File: config.mk
export PLATFORM = sky130hd
export DESIGN_NAME = bcp_host_ctrl
export DESIGN_NICKNAME = d
export VERILOG_FILES = /design/src/rtl/bcp_pkg.sv /design/src/rtl/bcp_fifo.sv /design/src/rtl/bcp_host_ctrl.sv
export SDC_FILE = /design/constraint.sdc
export NUM_CORES = 1
export LEC_CHECK = 0
export ABC_AREA = 1
export BUFFER_PORTS_ARGS = -buffer_cell sky130_fd_sc_hd__buf_4
export CORE_MARGIN = 2
export CORE_UTILIZATION = 39
export CTS_CLUSTER_SIZE = 25
export DETAILED_ROUTE_END_ITERATION = 8
export PLACE_DENSITY_LB_ADDON = 0.15
export REMOVE_ABC_BUFFERS = 1
export SLEW_MARGIN = 20
export SYNTH_ARGS = -nofsm -noshare
export SYNTH_HDL_FRONTEND = slang
export SYNTH_SLANG_ARGS = --single-unit
File: constraint.sdc
create_clock -name clk_i -period 5.6 [get_ports clk_i]
set_input_delay 0.28 -clock clk_i [delete_from_list [all_inputs] [get_ports clk_i]]
set_output_delay 0.28 -clock clk_i [all_outputs]
set_load 0.01 [all_outputs]
File: src/rtl/bcp_pkg.sv
// Package: pin map, register fields, timing and request types for the block-check controller
package bcp_pkg;
	// Clock and pin timing
	localparam int CLK_MHZ      = 40;
	localparam int T_SETUP_NS   = 50;
	localparam int T_STROBE_NS  = 250;
	localparam int T_HOLD_NS    = 50;
	localparam int SETUP_CYC    = (T_SETUP_NS * CLK_MHZ + 999) / 1000;
	localparam int STROBE_CYC   = (T_STROBE_NS * CLK_MHZ + 999) / 1000;
	localparam int HOLD_CYC     = (T_HOLD_NS * CLK_MHZ + 999) / 1000;
	localparam int CNT_W        = 4;
	localparam int FIFO_DEPTH   = 4;

	// Register select on the two address pins
	localparam logic [1:0] ADDR_CHAR  = 2'h0;
	localparam logic [1:0] ADDR_MODE  = 2'h1;
	localparam logic [1:0] ADDR_CMD   = 2'h2;
	localparam logic [1:0] ADDR_CLASS = 2'h3;

	// Mode register fields
	localparam int MR_POLY_LO   = 0;
	localparam int MR_POLY_HI   = 1;
	localparam int MR_DIR       = 2;
	localparam int MR_HPE       = 3;
	localparam int MR_PAR_EN    = 4;
	localparam int MR_ACC_LO    = 6;
	localparam int MR_ACC_HI    = 7;
	localparam logic [1:0] POLY_NONE  = 2'h0;
	localparam logic [1:0] POLY_CRC16 = 2'h1;
	localparam logic [1:0] POLY_CRC12 = 2'h2;
	localparam logic [1:0] POLY_LRC8  = 2'h3;
	localparam logic [1:0] ACC_NORMAL = 2'h0;
	localparam logic [1:0] ACC_TRANSP = 2'h1;
	localparam logic [1:0] ACC_AUTO   = 2'h2;
	localparam logic [1:0] ACC_SINGLE = 2'h3;

	// Command register fields
	localparam int CR_CTL_LO    = 0;
	localparam int CR_CTL_HI    = 1;
	localparam logic [1:0] CTL_NOP    = 2'h0;
	localparam logic [1:0] CTL_START  = 2'h1;
	localparam logic [1:0] CTL_CLEAR  = 2'h2;
	localparam logic [1:0] CTL_MRESET = 2'h3;

	localparam int CHAR_BIT6    = 6;
	localparam logic [7:0] BYTE_ZERO = 8'h00;

	typedef enum logic [2:0] {
		OP_MODE      = 3'h0,
		OP_CMD       = 3'h1,
		OP_CLASS     = 3'h2,
		OP_CHAR      = 3'h3,
		OP_DIRECT    = 3'h4,
		OP_RD_STATUS = 3'h5,
		OP_RD_BCC    = 3'h6,
		OP_RESTART   = 3'h7
	} bcp_op_e;

	typedef struct packed {
		bcp_op_e    op;
		logic [7:0] data;
	} bcp_req_s;

	typedef enum logic [1:0] {
		ST_IDLE   = 2'b00,
		ST_SETUP  = 2'b01,
		ST_STROBE = 2'b11,
		ST_HOLD   = 2'b10
	} bcp_state_e;
endpackage

File: src/rtl/bcp_fifo.sv
// Request FIFO with valid/ready on both sides
`timescale 1ns/1ps
module bcp_fifo #(
	parameter int WIDTH = 11,
	parameter int DEPTH = 4
) (
	input  wire logic             clk_i,
	input  wire logic             rst_n_i,
	input  wire logic             in_valid_i,
	output logic                  in_ready_o,
	input  wire logic [WIDTH-1:0] in_data_i,
	output logic                  out_valid_o,
	input  wire logic             out_ready_i,
	output logic      [WIDTH-1:0] out_data_o
);
	localparam int AW = $clog2(DEPTH);
	logic [WIDTH-1:0] mem_reg [DEPTH];
	logic [AW-1:0]    wr_reg;
	logic [AW-1:0]    rd_reg;
	logic [AW:0]      cnt_reg;
	wire              push = in_valid_i && in_ready_o;
	wire              pop  = out_valid_o && out_ready_i;

	assign in_ready_o  = (cnt_reg != (AW+1)'(DEPTH));
	assign out_valid_o = (cnt_reg != '0);
	assign out_data_o  = mem_reg[rd_reg];

	always_ff @(posedge clk_i) begin
		if (push)
			mem_reg[wr_reg] <= in_data_i;
	end

	always_ff @(posedge clk_i) begin
		if (!rst_n_i) begin
			wr_reg  <= '0;
			rd_reg  <= '0;
			cnt_reg <= '0;
		end else begin
			if (push)
				wr_reg <= (wr_reg == AW'(DEPTH-1)) ? '0 : wr_reg + 1'b1;
			if (pop)
				rd_reg <= (rd_reg == AW'(DEPTH-1)) ? '0 : rd_reg + 1'b1;
			cnt_reg <= cnt_reg + (AW+1)'(push) - (AW+1)'(pop);
		end
	end
endmodule

File: src/rtl/bcp_host_ctrl.sv
// Host-side controller driving the block-check device pins from a queued request port
// Overview of operation
// - Poly bits nonzero only after class programming
// - CRC-12 class entries written with bit6 clear
// - Keep parity off for transparent or CRC-12
// - False terminator restarted by start command
// - Character load pattern follows direction bit
`timescale 1ns/1ps
module bcp_host_ctrl (
	input  wire logic             clk_i,
	input  wire logic             rst_n_i,
	// User side
	input  wire logic             req_valid_i,
	output logic                  req_ready_o,
	input  wire bcp_pkg::bcp_req_s req_i,
	input  wire logic             cfg_crc12_i,
	input  wire logic             cfg_8bit_code_i,
	output logic                  rsp_valid_o,
	output logic [7:0]            rsp_data_o,
	output logic                  rsp_err_o,
	output logic                  busy_o,
	// Device pins
	output logic [1:0]            addr_o,
	output logic                  rd_wr_o,
	output logic                  monitor_strobe_n_o,
	output logic                  host_strobe_n_o,
	output logic [7:0]            data_o,
	output logic                  data_oe_n_o,
	input  wire logic [7:0]       data_i
);
	import bcp_pkg::*;

	////////////////////////////////////////////////////////////////////////////
	bcp_req_s      head;
	logic          head_valid;
	logic          head_pop;
	bcp_state_e    state_reg;
	logic [CNT_W-1:0] cnt_reg;
	bcp_req_s      cur_reg;
	logic [7:0]    mode_reg;
	logic [7:0]    cmd_reg;
	logic [1:0]    addr_reg;
	logic          rw_reg;
	logic          mon_reg;
	logic [7:0]    dout_reg;
	logic          drive_reg;

	bcp_fifo #(
		.WIDTH($bits(bcp_req_s)),
		.DEPTH(FIFO_DEPTH)
	) u_fifo (
		.clk_i      (clk_i),
		.rst_n_i    (rst_n_i),
		.in_valid_i (req_valid_i),
		.in_ready_o (req_ready_o),
		.in_data_i  (req_i),
		.out_valid_o(head_valid),
		.out_ready_i(head_pop),
		.out_data_o (head)
	);

	////////////////////////////////////////////////////////////////////////////
	// Decode of the request at the FIFO head
	wire        idle      = (state_reg == ST_IDLE);
	wire        poly_zero = (mode_reg[MR_POLY_HI:MR_POLY_LO] == POLY_NONE);
	wire        refuse    = (head.op == OP_CLASS) && !poly_zero;
	wire [1:0]  new_poly  = head.data[MR_POLY_HI:MR_POLY_LO];
	wire [1:0]  new_acc   = head.data[MR_ACC_HI:MR_ACC_LO];
	// Parity would corrupt six-bit and transparent traffic
	wire        par_off   = (new_poly == POLY_CRC12) || (new_acc == ACC_TRANSP)
	                        || ((new_poly == POLY_CRC16) && cfg_8bit_code_i);
	wire [7:0]  mode_wr   = par_off ? (head.data & ~(8'h01 << MR_PAR_EN)) : head.data;
	wire [7:0]  class_wr  = cfg_crc12_i ? (head.data & ~(8'h01 << CHAR_BIT6)) : head.data;
	wire [7:0]  start_wr  = {cmd_reg[7:CR_CTL_HI+1], CTL_START};
	wire        is_read   = (head.op == OP_RD_STATUS) || (head.op == OP_RD_BCC);
	wire        dir_tx    = mode_reg[MR_DIR];
	wire        mon_cycle = (head.op == OP_CHAR);
	// Monitor path follows the direction bit: write when sending, read pattern when receiving
	wire        rw_next   = mon_cycle ? dir_tx : !is_read;
	logic [1:0] addr_next;
	logic [7:0] dout_next;

	always_comb begin
		addr_next = ADDR_CHAR;
		dout_next = head.data;
		unique case (head.op)
			OP_MODE:      begin addr_next = ADDR_MODE;  dout_next = mode_wr;  end
			OP_CMD:       begin addr_next = ADDR_CMD;   dout_next = head.data; end
			OP_CLASS:     begin addr_next = ADDR_CLASS; dout_next = class_wr; end
			OP_CHAR:      begin addr_next = ADDR_CHAR;  dout_next = head.data; end
			OP_DIRECT:    begin addr_next = ADDR_CHAR;  dout_next = head.data; end
			OP_RD_STATUS: begin addr_next = ADDR_CMD;   dout_next = BYTE_ZERO; end
			OP_RD_BCC:    begin addr_next = ADDR_CLASS; dout_next = BYTE_ZERO; end
			OP_RESTART:   begin addr_next = ADDR_CMD;   dout_next = start_wr; end
		endcase
	end

	assign head_pop = idle && head_valid;

	////////////////////////////////////////////////////////////////////////////
	// Pin cycle sequencer
	wire last_setup  = (state_reg == ST_SETUP)  && (cnt_reg == CNT_W'(SETUP_CYC - 1));
	wire last_strobe = (state_reg == ST_STROBE) && (cnt_reg == CNT_W'(STROBE_CYC - 1));
	wire last_hold   = (state_reg == ST_HOLD)   && (cnt_reg == CNT_W'(HOLD_CYC - 1));
	wire wr_done     = last_hold && rw_reg && !mon_reg;

	always_ff @(posedge clk_i) begin
		if (!rst_n_i) begin
			state_reg <= ST_IDLE;
			cnt_reg   <= '0;
		end else begin
			cnt_reg <= (last_setup || last_strobe || last_hold || idle) ? '0 : cnt_reg + 1'b1;
			unique case (state_reg)
				ST_IDLE:   if (head_pop && !refuse) state_reg <= ST_SETUP;
				ST_SETUP:  if (last_setup) state_reg <= ST_STROBE;
				ST_STROBE: if (last_strobe) state_reg <= ST_HOLD;
				ST_HOLD:   if (last_hold) state_reg <= ST_IDLE;
			endcase
		end
	end

	always_ff @(posedge clk_i) begin
		if (!rst_n_i) begin
			cur_reg   <= '0;
			addr_reg  <= ADDR_CHAR;
			rw_reg    <= 1'b0;
			mon_reg   <= 1'b0;
			dout_reg  <= BYTE_ZERO;
			drive_reg <= 1'b0;
		end else if (head_pop && !refuse) begin
			cur_reg   <= head;
			addr_reg  <= addr_next;
			rw_reg    <= rw_next;
			mon_reg   <= mon_cycle;
			dout_reg  <= dout_next;
			drive_reg <= !is_read;
		end
	end

	// Shadows of what was written to the device
	wire [1:0] cur_ctl = cur_reg.data[CR_CTL_HI:CR_CTL_LO];
	always_ff @(posedge clk_i) begin
		if (!rst_n_i) begin
			mode_reg <= BYTE_ZERO;
			cmd_reg  <= BYTE_ZERO;
		end else if (wr_done) begin
			if (cur_reg.op == OP_MODE)
				mode_reg <= dout_reg;
			if (cur_reg.op == OP_CMD && cur_ctl == CTL_MRESET) begin
				mode_reg <= BYTE_ZERO;
				cmd_reg  <= BYTE_ZERO;
			end else if (cur_reg.op == OP_CMD) begin
				cmd_reg <= {cur_reg.data[7:CR_CTL_HI+1], CTL_NOP};
			end
		end
	end

	// Answer: read data is taken in the last strobe-low cycle
	always_ff @(posedge clk_i) begin
		if (!rst_n_i) begin
			rsp_valid_o <= 1'b0;
			rsp_data_o  <= BYTE_ZERO;
			rsp_err_o   <= 1'b0;
		end else begin
			rsp_valid_o <= last_hold || (head_pop && refuse);
			rsp_err_o   <= head_pop && refuse;
			if (last_strobe && !rw_reg)
				rsp_data_o <= data_i;
		end
	end

	////////////////////////////////////////////////////////////////////////////
	wire strobing = (state_reg == ST_STROBE);
	assign busy_o             = !idle;
	assign addr_o             = addr_reg;
	assign rd_wr_o            = rw_reg;
	assign monitor_strobe_n_o = !(strobing && mon_reg);
	assign host_strobe_n_o    = !(strobing && !mon_reg);
	assign data_o             = dout_reg;
	assign data_oe_n_o        = idle || !drive_reg;

	////////////////////////////////////////////////////////////////////////////
	property p_class_poly_zero;
		@(posedge clk_i) disable iff (!rst_n_i)
		(!host_strobe_n_o && addr_o == ADDR_CLASS && rd_wr_o) |-> poly_zero;
	endproperty
	a_class_poly_zero: assert property (p_class_poly_zero) else $error("class write with poly set");

	property p_class_bit6;
		@(posedge clk_i) disable iff (!rst_n_i)
		(head_pop && head.op == OP_CLASS && !refuse && cfg_crc12_i) |=> ##(SETUP_CYC) (!data_o[CHAR_BIT6] && !host_strobe_n_o);
	endproperty
	a_class_bit6: assert property (p_class_bit6) else $error("class entry bit6 not cleared");

	property p_parity_off;
		@(posedge clk_i) disable iff (!rst_n_i)
		(head_pop && head.op == OP_MODE && new_poly == POLY_CRC12) |=> ##(SETUP_CYC) (!data_o[MR_PAR_EN] && addr_o == ADDR_MODE);
	endproperty
	a_parity_off: assert property (p_parity_off) else $error("parity left on for crc12");

	property p_restart;
		@(posedge clk_i) disable iff (!rst_n_i)
		(head_pop && head.op == OP_RESTART) |=> ##(SETUP_CYC)
			(!host_strobe_n_o && addr_o == ADDR_CMD && data_o[CR_CTL_HI:CR_CTL_LO] == CTL_START && rd_wr_o);
	endproperty
	a_restart: assert property (p_restart) else $error("restart did not issue start command");

	property p_char_load;
		@(posedge clk_i) disable iff (!rst_n_i)
		$fell(monitor_strobe_n_o) |-> (addr_o == ADDR_CHAR && host_strobe_n_o && rd_wr_o == mode_reg[MR_DIR])
			##1 (!monitor_strobe_n_o && $stable(addr_o));
	endproperty
	a_char_load: assert property (p_char_load) else $error("bad character load pattern");
endmodule

Word level (Yosys, flattened, before mapping):

Memory sizes are Yosys's and may differ from the RTL's. A register that Yosys moved wholly into a read port is not among the register bits.
Cells that the tools add are included.

* multiplexer cells: 20
* reductions and logical operators: 49
* add/subtract/negate cells: 5
* bitwise operators: 1
* equality and inequality tests: 24

Operators with widths (number)
* case mux 8 bit (5 select lines): 1
* logical AND 1 bit: 16
* two-way mux 2 bit: 8
* two-way mux 8 bit: 2
* case mux 2 bit (4 select lines): 2
* equality test 2 bit (second input constant): 6
* equality test 3 bit (second input constant): 4
* zero test 1 bit: 9
* logical OR 1 bit: 8
* OR reduction 2 bit: 4
* two-way mux 7 bit: 1
* equality test 2 x 1 -> 1 bit (second input constant): 3
* equality test 3 x 1 -> 1 bit (second input constant): 2
* equality test 3 x 2 -> 1 bit (second input constant): 2
* zero test 3 bit: 2
* two-way mux 3 bit: 2
* inequality test 2 bit (second input constant): 3
* OR reduction 3 bit: 2
* two-way mux 5 bit: 1
* adder 2 x 1 -> 2 bit (second input constant): 2
* adder 4 x 1 -> 4 bit (second input constant): 1
* equality test 4 x 1 -> 1 bit (second input constant): 1
* equality test 4 bit (second input constant): 1
* zero test 2 bit: 2
* 10 further kinds: 14

* memories kept: 1
* flip-flop bits (word level): 58
* logic and storage cells: 117
* input bits: 24
* output and inout port bits: 26
* memory bits (writable): 44

Memory list
* u_fifo.mem_reg: depth 4, width 11, rd ports 1, clocked after memory_dff 1, wr ports 1, RTL line bcp_fifo.sv:17 `logic [WIDTH-1:0] mem_reg [DEPTH];`

Longest topological paths before layout:

* depth in word-level cells: 7
* gate-level depth with buffers: 15
* depth with buffers taken out: 12

Modules after synthesis:

A second synthesis with hierarchy kept.

* cell total of the unflattened synthesis: 461
* area, all modules: 4360.4 µm²

Modules (own cells, without submodules)
* bcp_host_ctrl: times used 1, seq. area each 980.9 µm², area each 2232.1 µm², cells an instance 291
* bcp_fifo: times used 1, seq. area each 1501.4 µm², area each 2128.3 µm², cells an instance 170

Least setup slack after synthesis:

Ideal clock, no wire load.

* path kind: flip-flop to flip-flop
* from: register state_reg[1]
* to: register u_fifo.cnt_reg[2]
* slack: 3607 ps
* period minus slack after synthesis: 1993 ps
* stages on the path, launching flop included: 11
* arrival time: 1873 ps
* library setup time: 120 ps
* path buffers: 0
* required time: 5480 ps
* cell sequence: dfxtp_1 > inv_1 > nand2_1 > a21oi_2 > ha_1 > inv_1 > ha_1 > inv_1 > fa_1 > o21ai_0 > a21oi_1

* longest elaborated chain between the ends: 4

RTL lines
* start: declaration: RTL line bcp_host_ctrl.sv:37 `bcp_state_e state_reg;`
* start signal: assignment: RTL line bcp_host_ctrl.sv:109 `state_reg <= ST_IDLE;`
* start signal: assignment: RTL line bcp_host_ctrl.sv:114 `ST_IDLE: if (head_pop && !refuse) state_reg <= ST_SETUP;`
* start signal: assignment: RTL line bcp_host_ctrl.sv:115 `ST_SETUP: if (last_setup) state_reg <= ST_STROBE;`
* zero test 2 bit: RTL line bcp_host_ctrl.sv:64 `wire idle = (state_reg == ST_IDLE);`
* logical AND 1 bit: RTL line bcp_host_ctrl.sv:98 `assign head_pop = idle && head_valid;`
* logical AND 1 bit: RTL line bcp_fifo.sv:22 `wire pop = out_valid_o && out_ready_i;`
* named net u_fifo.pop: RTL line bcp_fifo.sv:22
* subtractor 3 x 1 -> 3 bit: RTL line bcp_fifo.sv:43 `cnt_reg <= cnt_reg + (AW+1)'(push) - (AW+1)'(pop);`
* end signal: assignment: RTL line bcp_fifo.sv:43
* end: declaration: RTL line bcp_fifo.sv:20 `logic [AW:0] cnt_reg;`

The timed path passes the listed nets, and every way through them passes these cells.
A chain may end at the register's enable or synchronous reset.

==> results.txt <==
----------------------------------------------------
[Status]
  Run status ... finished clean

[Final layout]
  Number of fillers in the final layout ... between 1000 and 1500
  Register Area ... about 2500 um^2
  Fraction of final layout cells sized beyond drive strength 1 ... between 10% and 20%
  Fin nets ... 542
  Area growth syn-to-layout ... 15.73%
  Filler-free cell count of the finished design ... 652
  Number of antenna cells inserted ... 0
  Number of flip-flops under the largest register name ... 44
  Area occupied by multi-input gates ... around 1600 um^2

[Power]
  Net switching power figure ... 0.9524 mW
  Net switching share of the total power ... between 30% and 40%
  Power per cell area ... roughly 500 nW/um^2
  Proportion of power drawn by flip-flops and latches ... 41.7%
  Lkg Pwr ... ~2 nW
  Clock Power Share ... between 20% and 30%
  Portion of total power attributed to combinational logic ... 36.3%
  Peak VDD IR ... approximately 0.19 mV
  P_int ... 1.521 mW

[Detailed routing]
  Detailed-route vias per instance ... ~4.9
  Vias after detailed routing ... 3179
  Avg WL per Cell ... approximately 14 um
  DR iter-0 viols ... 170
  Overall routed net length ... ~9000 um
  Final ANT Viol Nets ... 0
  Residual DRC ... 0
  Detailed Routing Iterations Pass 1 ... 4

[Synthesis]
  Warning count from the yosys run ... 0
  Mean area per synthesized cell ... between 9 and 10 um^2
  Share of synthesized flip-flops with an asynchronous set or reset ... 0%
  Count of mapped cells out of synthesis ... 463
  Main synth FF type ... sky130_fd_sc_hd__dfxtp_1
  Number of distinct standard cells referenced by the synthesized netlist ... 35
  Number of enable-type register cells in the synthesized netlist ... between 40 and 50
  Part of the Yosys area used for sequential elements ... a little under 60%
  Post-synthesis register bit count ... 102
  Post-synthesis cell area ... between 4000 and 5000 um^2
  Cell type contributing the most total cell area after synthesis ... sky130_fd_sc_hd__edfxtp_1
  Post-synth top area share ... between 30% and 40%
  Top post-synthesis cells by count ... sky130_fd_sc_hd__nand2_1, sky130_fd_sc_hd__dfxtp_1, sky130_fd_sc_hd__a21oi_1
  Cells taking the most area after synthesis ... sky130_fd_sc_hd__edfxtp_1, sky130_fd_sc_hd__dfxtp_1, sky130_fd_sc_hd__nand2_1, sky130_fd_sc_hd__a21oi_1, sky130_fd_sc_hd__nand3_1
  Cell with the most instances after synthesis ... sky130_fd_sc_hd__nand2_1

[CTS]
  Clock transition at the register clock pins on the worst setup and hold paths after CTS ... about 0.090 ns
  H-tree lvl count ... 3
  Post-CTS setup buffers ... 0
  Number of clock sinks ... 102
  Clock Tree Root ... sky130_fd_sc_hd__clkbuf_8
  Resized Gates After CTS ... 0
  Number of buffers created by CTS ... 9
  Insertion delay of the later-clocked pin in the worst-skew pair ... between 0.3 and 0.4 ns
  Deepest clock path buffer count ... 2
  CTS tree ... yes
  CTS hold repair buffers ... 0

[Setup path]
  Worst setup path endpoint ... cur_reg[7]
  Cell-by-cell trace of the critical path ... inv_2 -> nand2_1 -> nand2_1 -> nand2_1 -> nand2_4 -> nor2_8 -> nand2_4 -> nand2_4 -> inv_2 -> o21ai_1 -> a21oi_1
  Startpoint types ... flip-flop
  Cell with the largest stage delay on the worst path ... sky130_fd_sc_hd__dfxtp_1
  Depth of the most critical reg-to-reg path ... 11
  Reg-to-reg endpoint ... cur_reg[7]
  Slowest cell delay on critical path ... ~0.84 ns
  Endpoint kind of the worst setup timing path ... flip-flop
  Required time reported for the critical path endpoint ... 5.84 ns
  Critical path fanouts, max ... 26
  Type of the setup path with the least slack ... reg -> reg
  Flop2flop setup slack ... 2.98 ns
  Arrival time reported for the critical path endpoint ... 2.86 ns

[Floorplanning]
  Die Footprint ... roughly 12000 um^2
  Core Footprint ... between 10000 and 15000 um^2
  Initial Util ... between 30% and 40%
  Number of rows in the core area ... 38
  Chip Height ... ~110 um
  Top-level I/O count ... 50
  Die Wd ... roughly 110 um

[Placed design]
  Count of input and output buffers ... approximately 50
  Placement-stage worst setup slack ... 2.976 ns
  HPWL after DPL ... ~6300 um
  Total instance count after detailed placement ... 637
  Final weighted congestion in routability-driven placement ... between 0.7 and 0.8

[STA]
  Actual slew at the worst max-slew pin ... 1.043 ns
  Hold Fails Final Rpt ... 0
  Setup Skew ... around 0.009 ns
  Post-Route Hold Slack ... about 0.11 ns
  RSZ-0062 raised after global routing ... no
  Achievable Freq ... between 0.3 and 0.4 GHz
  Final period utilization ... a little under half
  Final number of setup-violating endpoints ... 0
  Worst slew slack as a fraction of its limit ... 30.39%
  Setup_tns ... 0 ns
  Post-layout min period ... between 2 and 3 ns
  Max Transition Viols Final ... 0
  Fin worst setup slack ... just under 3 ns

[GRT]
  Congestion Overflow GR ... 0
  Overall routing resource usage ... between 15 and 20%
  Wire length of the first global-routing pass ... about 14000 um
  Maximum number of pins on one net before global-route repair ... 32
  Initial antenna violation count ... 0
  Vias in the first global route ... between 2000 and 3000

[Worst hold path]
  Worst min path class ... in -> reg

[Flow run]
  Max-cap violation count ... 0

----------------------------------------------------
[worst min-delay path by stage]
| stage | end | slack (ns) | startpoint | cells after the start |
|---|---|---|---|---|
| floorplan | u_fifo.cnt_reg[0] | 0.37 | rst_n_i | 2 |
| global placement | rsp_data_o[4] | 0.45 | rsp_data_o[4] | 2 |
| detailed placement | rsp_data_o[4] | 0.46 | rsp_data_o[4] | 2 |
| CTS | u_fifo.mem_reg[3][1] | 0.1 | req_i[1] | 1 |
| global route | u_fifo.mem_reg[0][7] | 0.09 | req_i[7] | 1 |
| finish | u_fifo.mem_reg[1][1] | 0.11 | req_i[1] | 1 |
[final cells by class]
cell class | instances | area share (%)
tap | 140 | 3.518
multi-input combinational | 304 | 31.31
timing repair buffer | 50 | 7.538
clock inverter | 5 | 2.136
inverter | 41 | 3.090
clock buffer | 10 | 2.563
sequential | 102 | 49.85
[cells in the final DEF (no fill, tap or decap), types with 2 or more instances in the layout]
cell type,instances
sky130_fd_sc_hd__nand2_4,5
sky130_fd_sc_hd__nor2_2,8
sky130_fd_sc_hd__dfxtp_1,58
sky130_fd_sc_hd__nand2_1,106
sky130_fd_sc_hd__inv_1,37
sky130_fd_sc_hd__clkbuf_8,9
sky130_fd_sc_hd__nand3_1,32
sky130_fd_sc_hd__inv_2,3
sky130_fd_sc_hd__buf_4,50
sky130_fd_sc_hd__nand3_2,3
sky130_fd_sc_hd__xor2_1,2
sky130_fd_sc_hd__edfxtp_1,44
sky130_fd_sc_hd__a211oi_1,2
sky130_fd_sc_hd__o21ai_1,8
sky130_fd_sc_hd__nor2_1,35
sky130_fd_sc_hd__bufinv_16,3
sky130_fd_sc_hd__o22ai_1,3
sky130_fd_sc_hd__a21oi_1,53
sky130_fd_sc_hd__nand4_1,2
sky130_fd_sc_hd__nand2_2,6
sky130_fd_sc_hd__o21ai_0,18
sky130_fd_sc_hd__ha_1,9
[power groups by stage]
stage	combinational [mW]	sequential, mW	clock [mW]
2_1_floorplan	0.630	1.03	0
3_3_place_gp	0.876	1.05	0
3_5_place_dp	0.901	1.05	0
4_1_cts	0.906	1.03	0.559
5_1_grt	1.02	1.05	0.592
6_report	0.898	1.03	0.544
[critical path, delay by kind of cell (launching register included)]
| family | cells | cell delay, ns |
|---|---|---|
| buffers and inverters | 2 | 0.58 |
| DFF | 1 | 0.84 |
| and+or+nand+nor | 7 | 0.82 |
| AOI/OAI and AO/OA | 2 | 0.25 |
[cell families (layout without fill, tap and decap cells)]
kind of cell | count (synthesis) | after routing | synth area share (%)
xor+xnor | 3 | 3 | 0.6108
buf+inv | 57 | 106 | 6.252
compound gates | 90 | 90 | 11.22
simple gates | 201 | 201 | 21.14
fa+ha+maj | 10 | 10 | 3.082
flops | 102 | 102 | 57.69
[per-stage QoR]
stage	utilization, %	power [mW]	area (um^2)
after floorplan	-	1.660	4188
after global placement	43.90	1.924	4738
after detailed placement	43.97	1.950	4746
after CTS	46.14	2.499	4980
after global routing	46.14	2.656	4980
final	46.14	2.474	4980
[metal layers]
metal	vias up	wire (um)	GRT usage (%)
met2	67	4415	27.46
met4	0	73	3.755
met3	8	368	3.945
li1	1625	-	-
met5	-	0	0
met1	1479	4280	20.27
(Power assumes the default switching activity.)
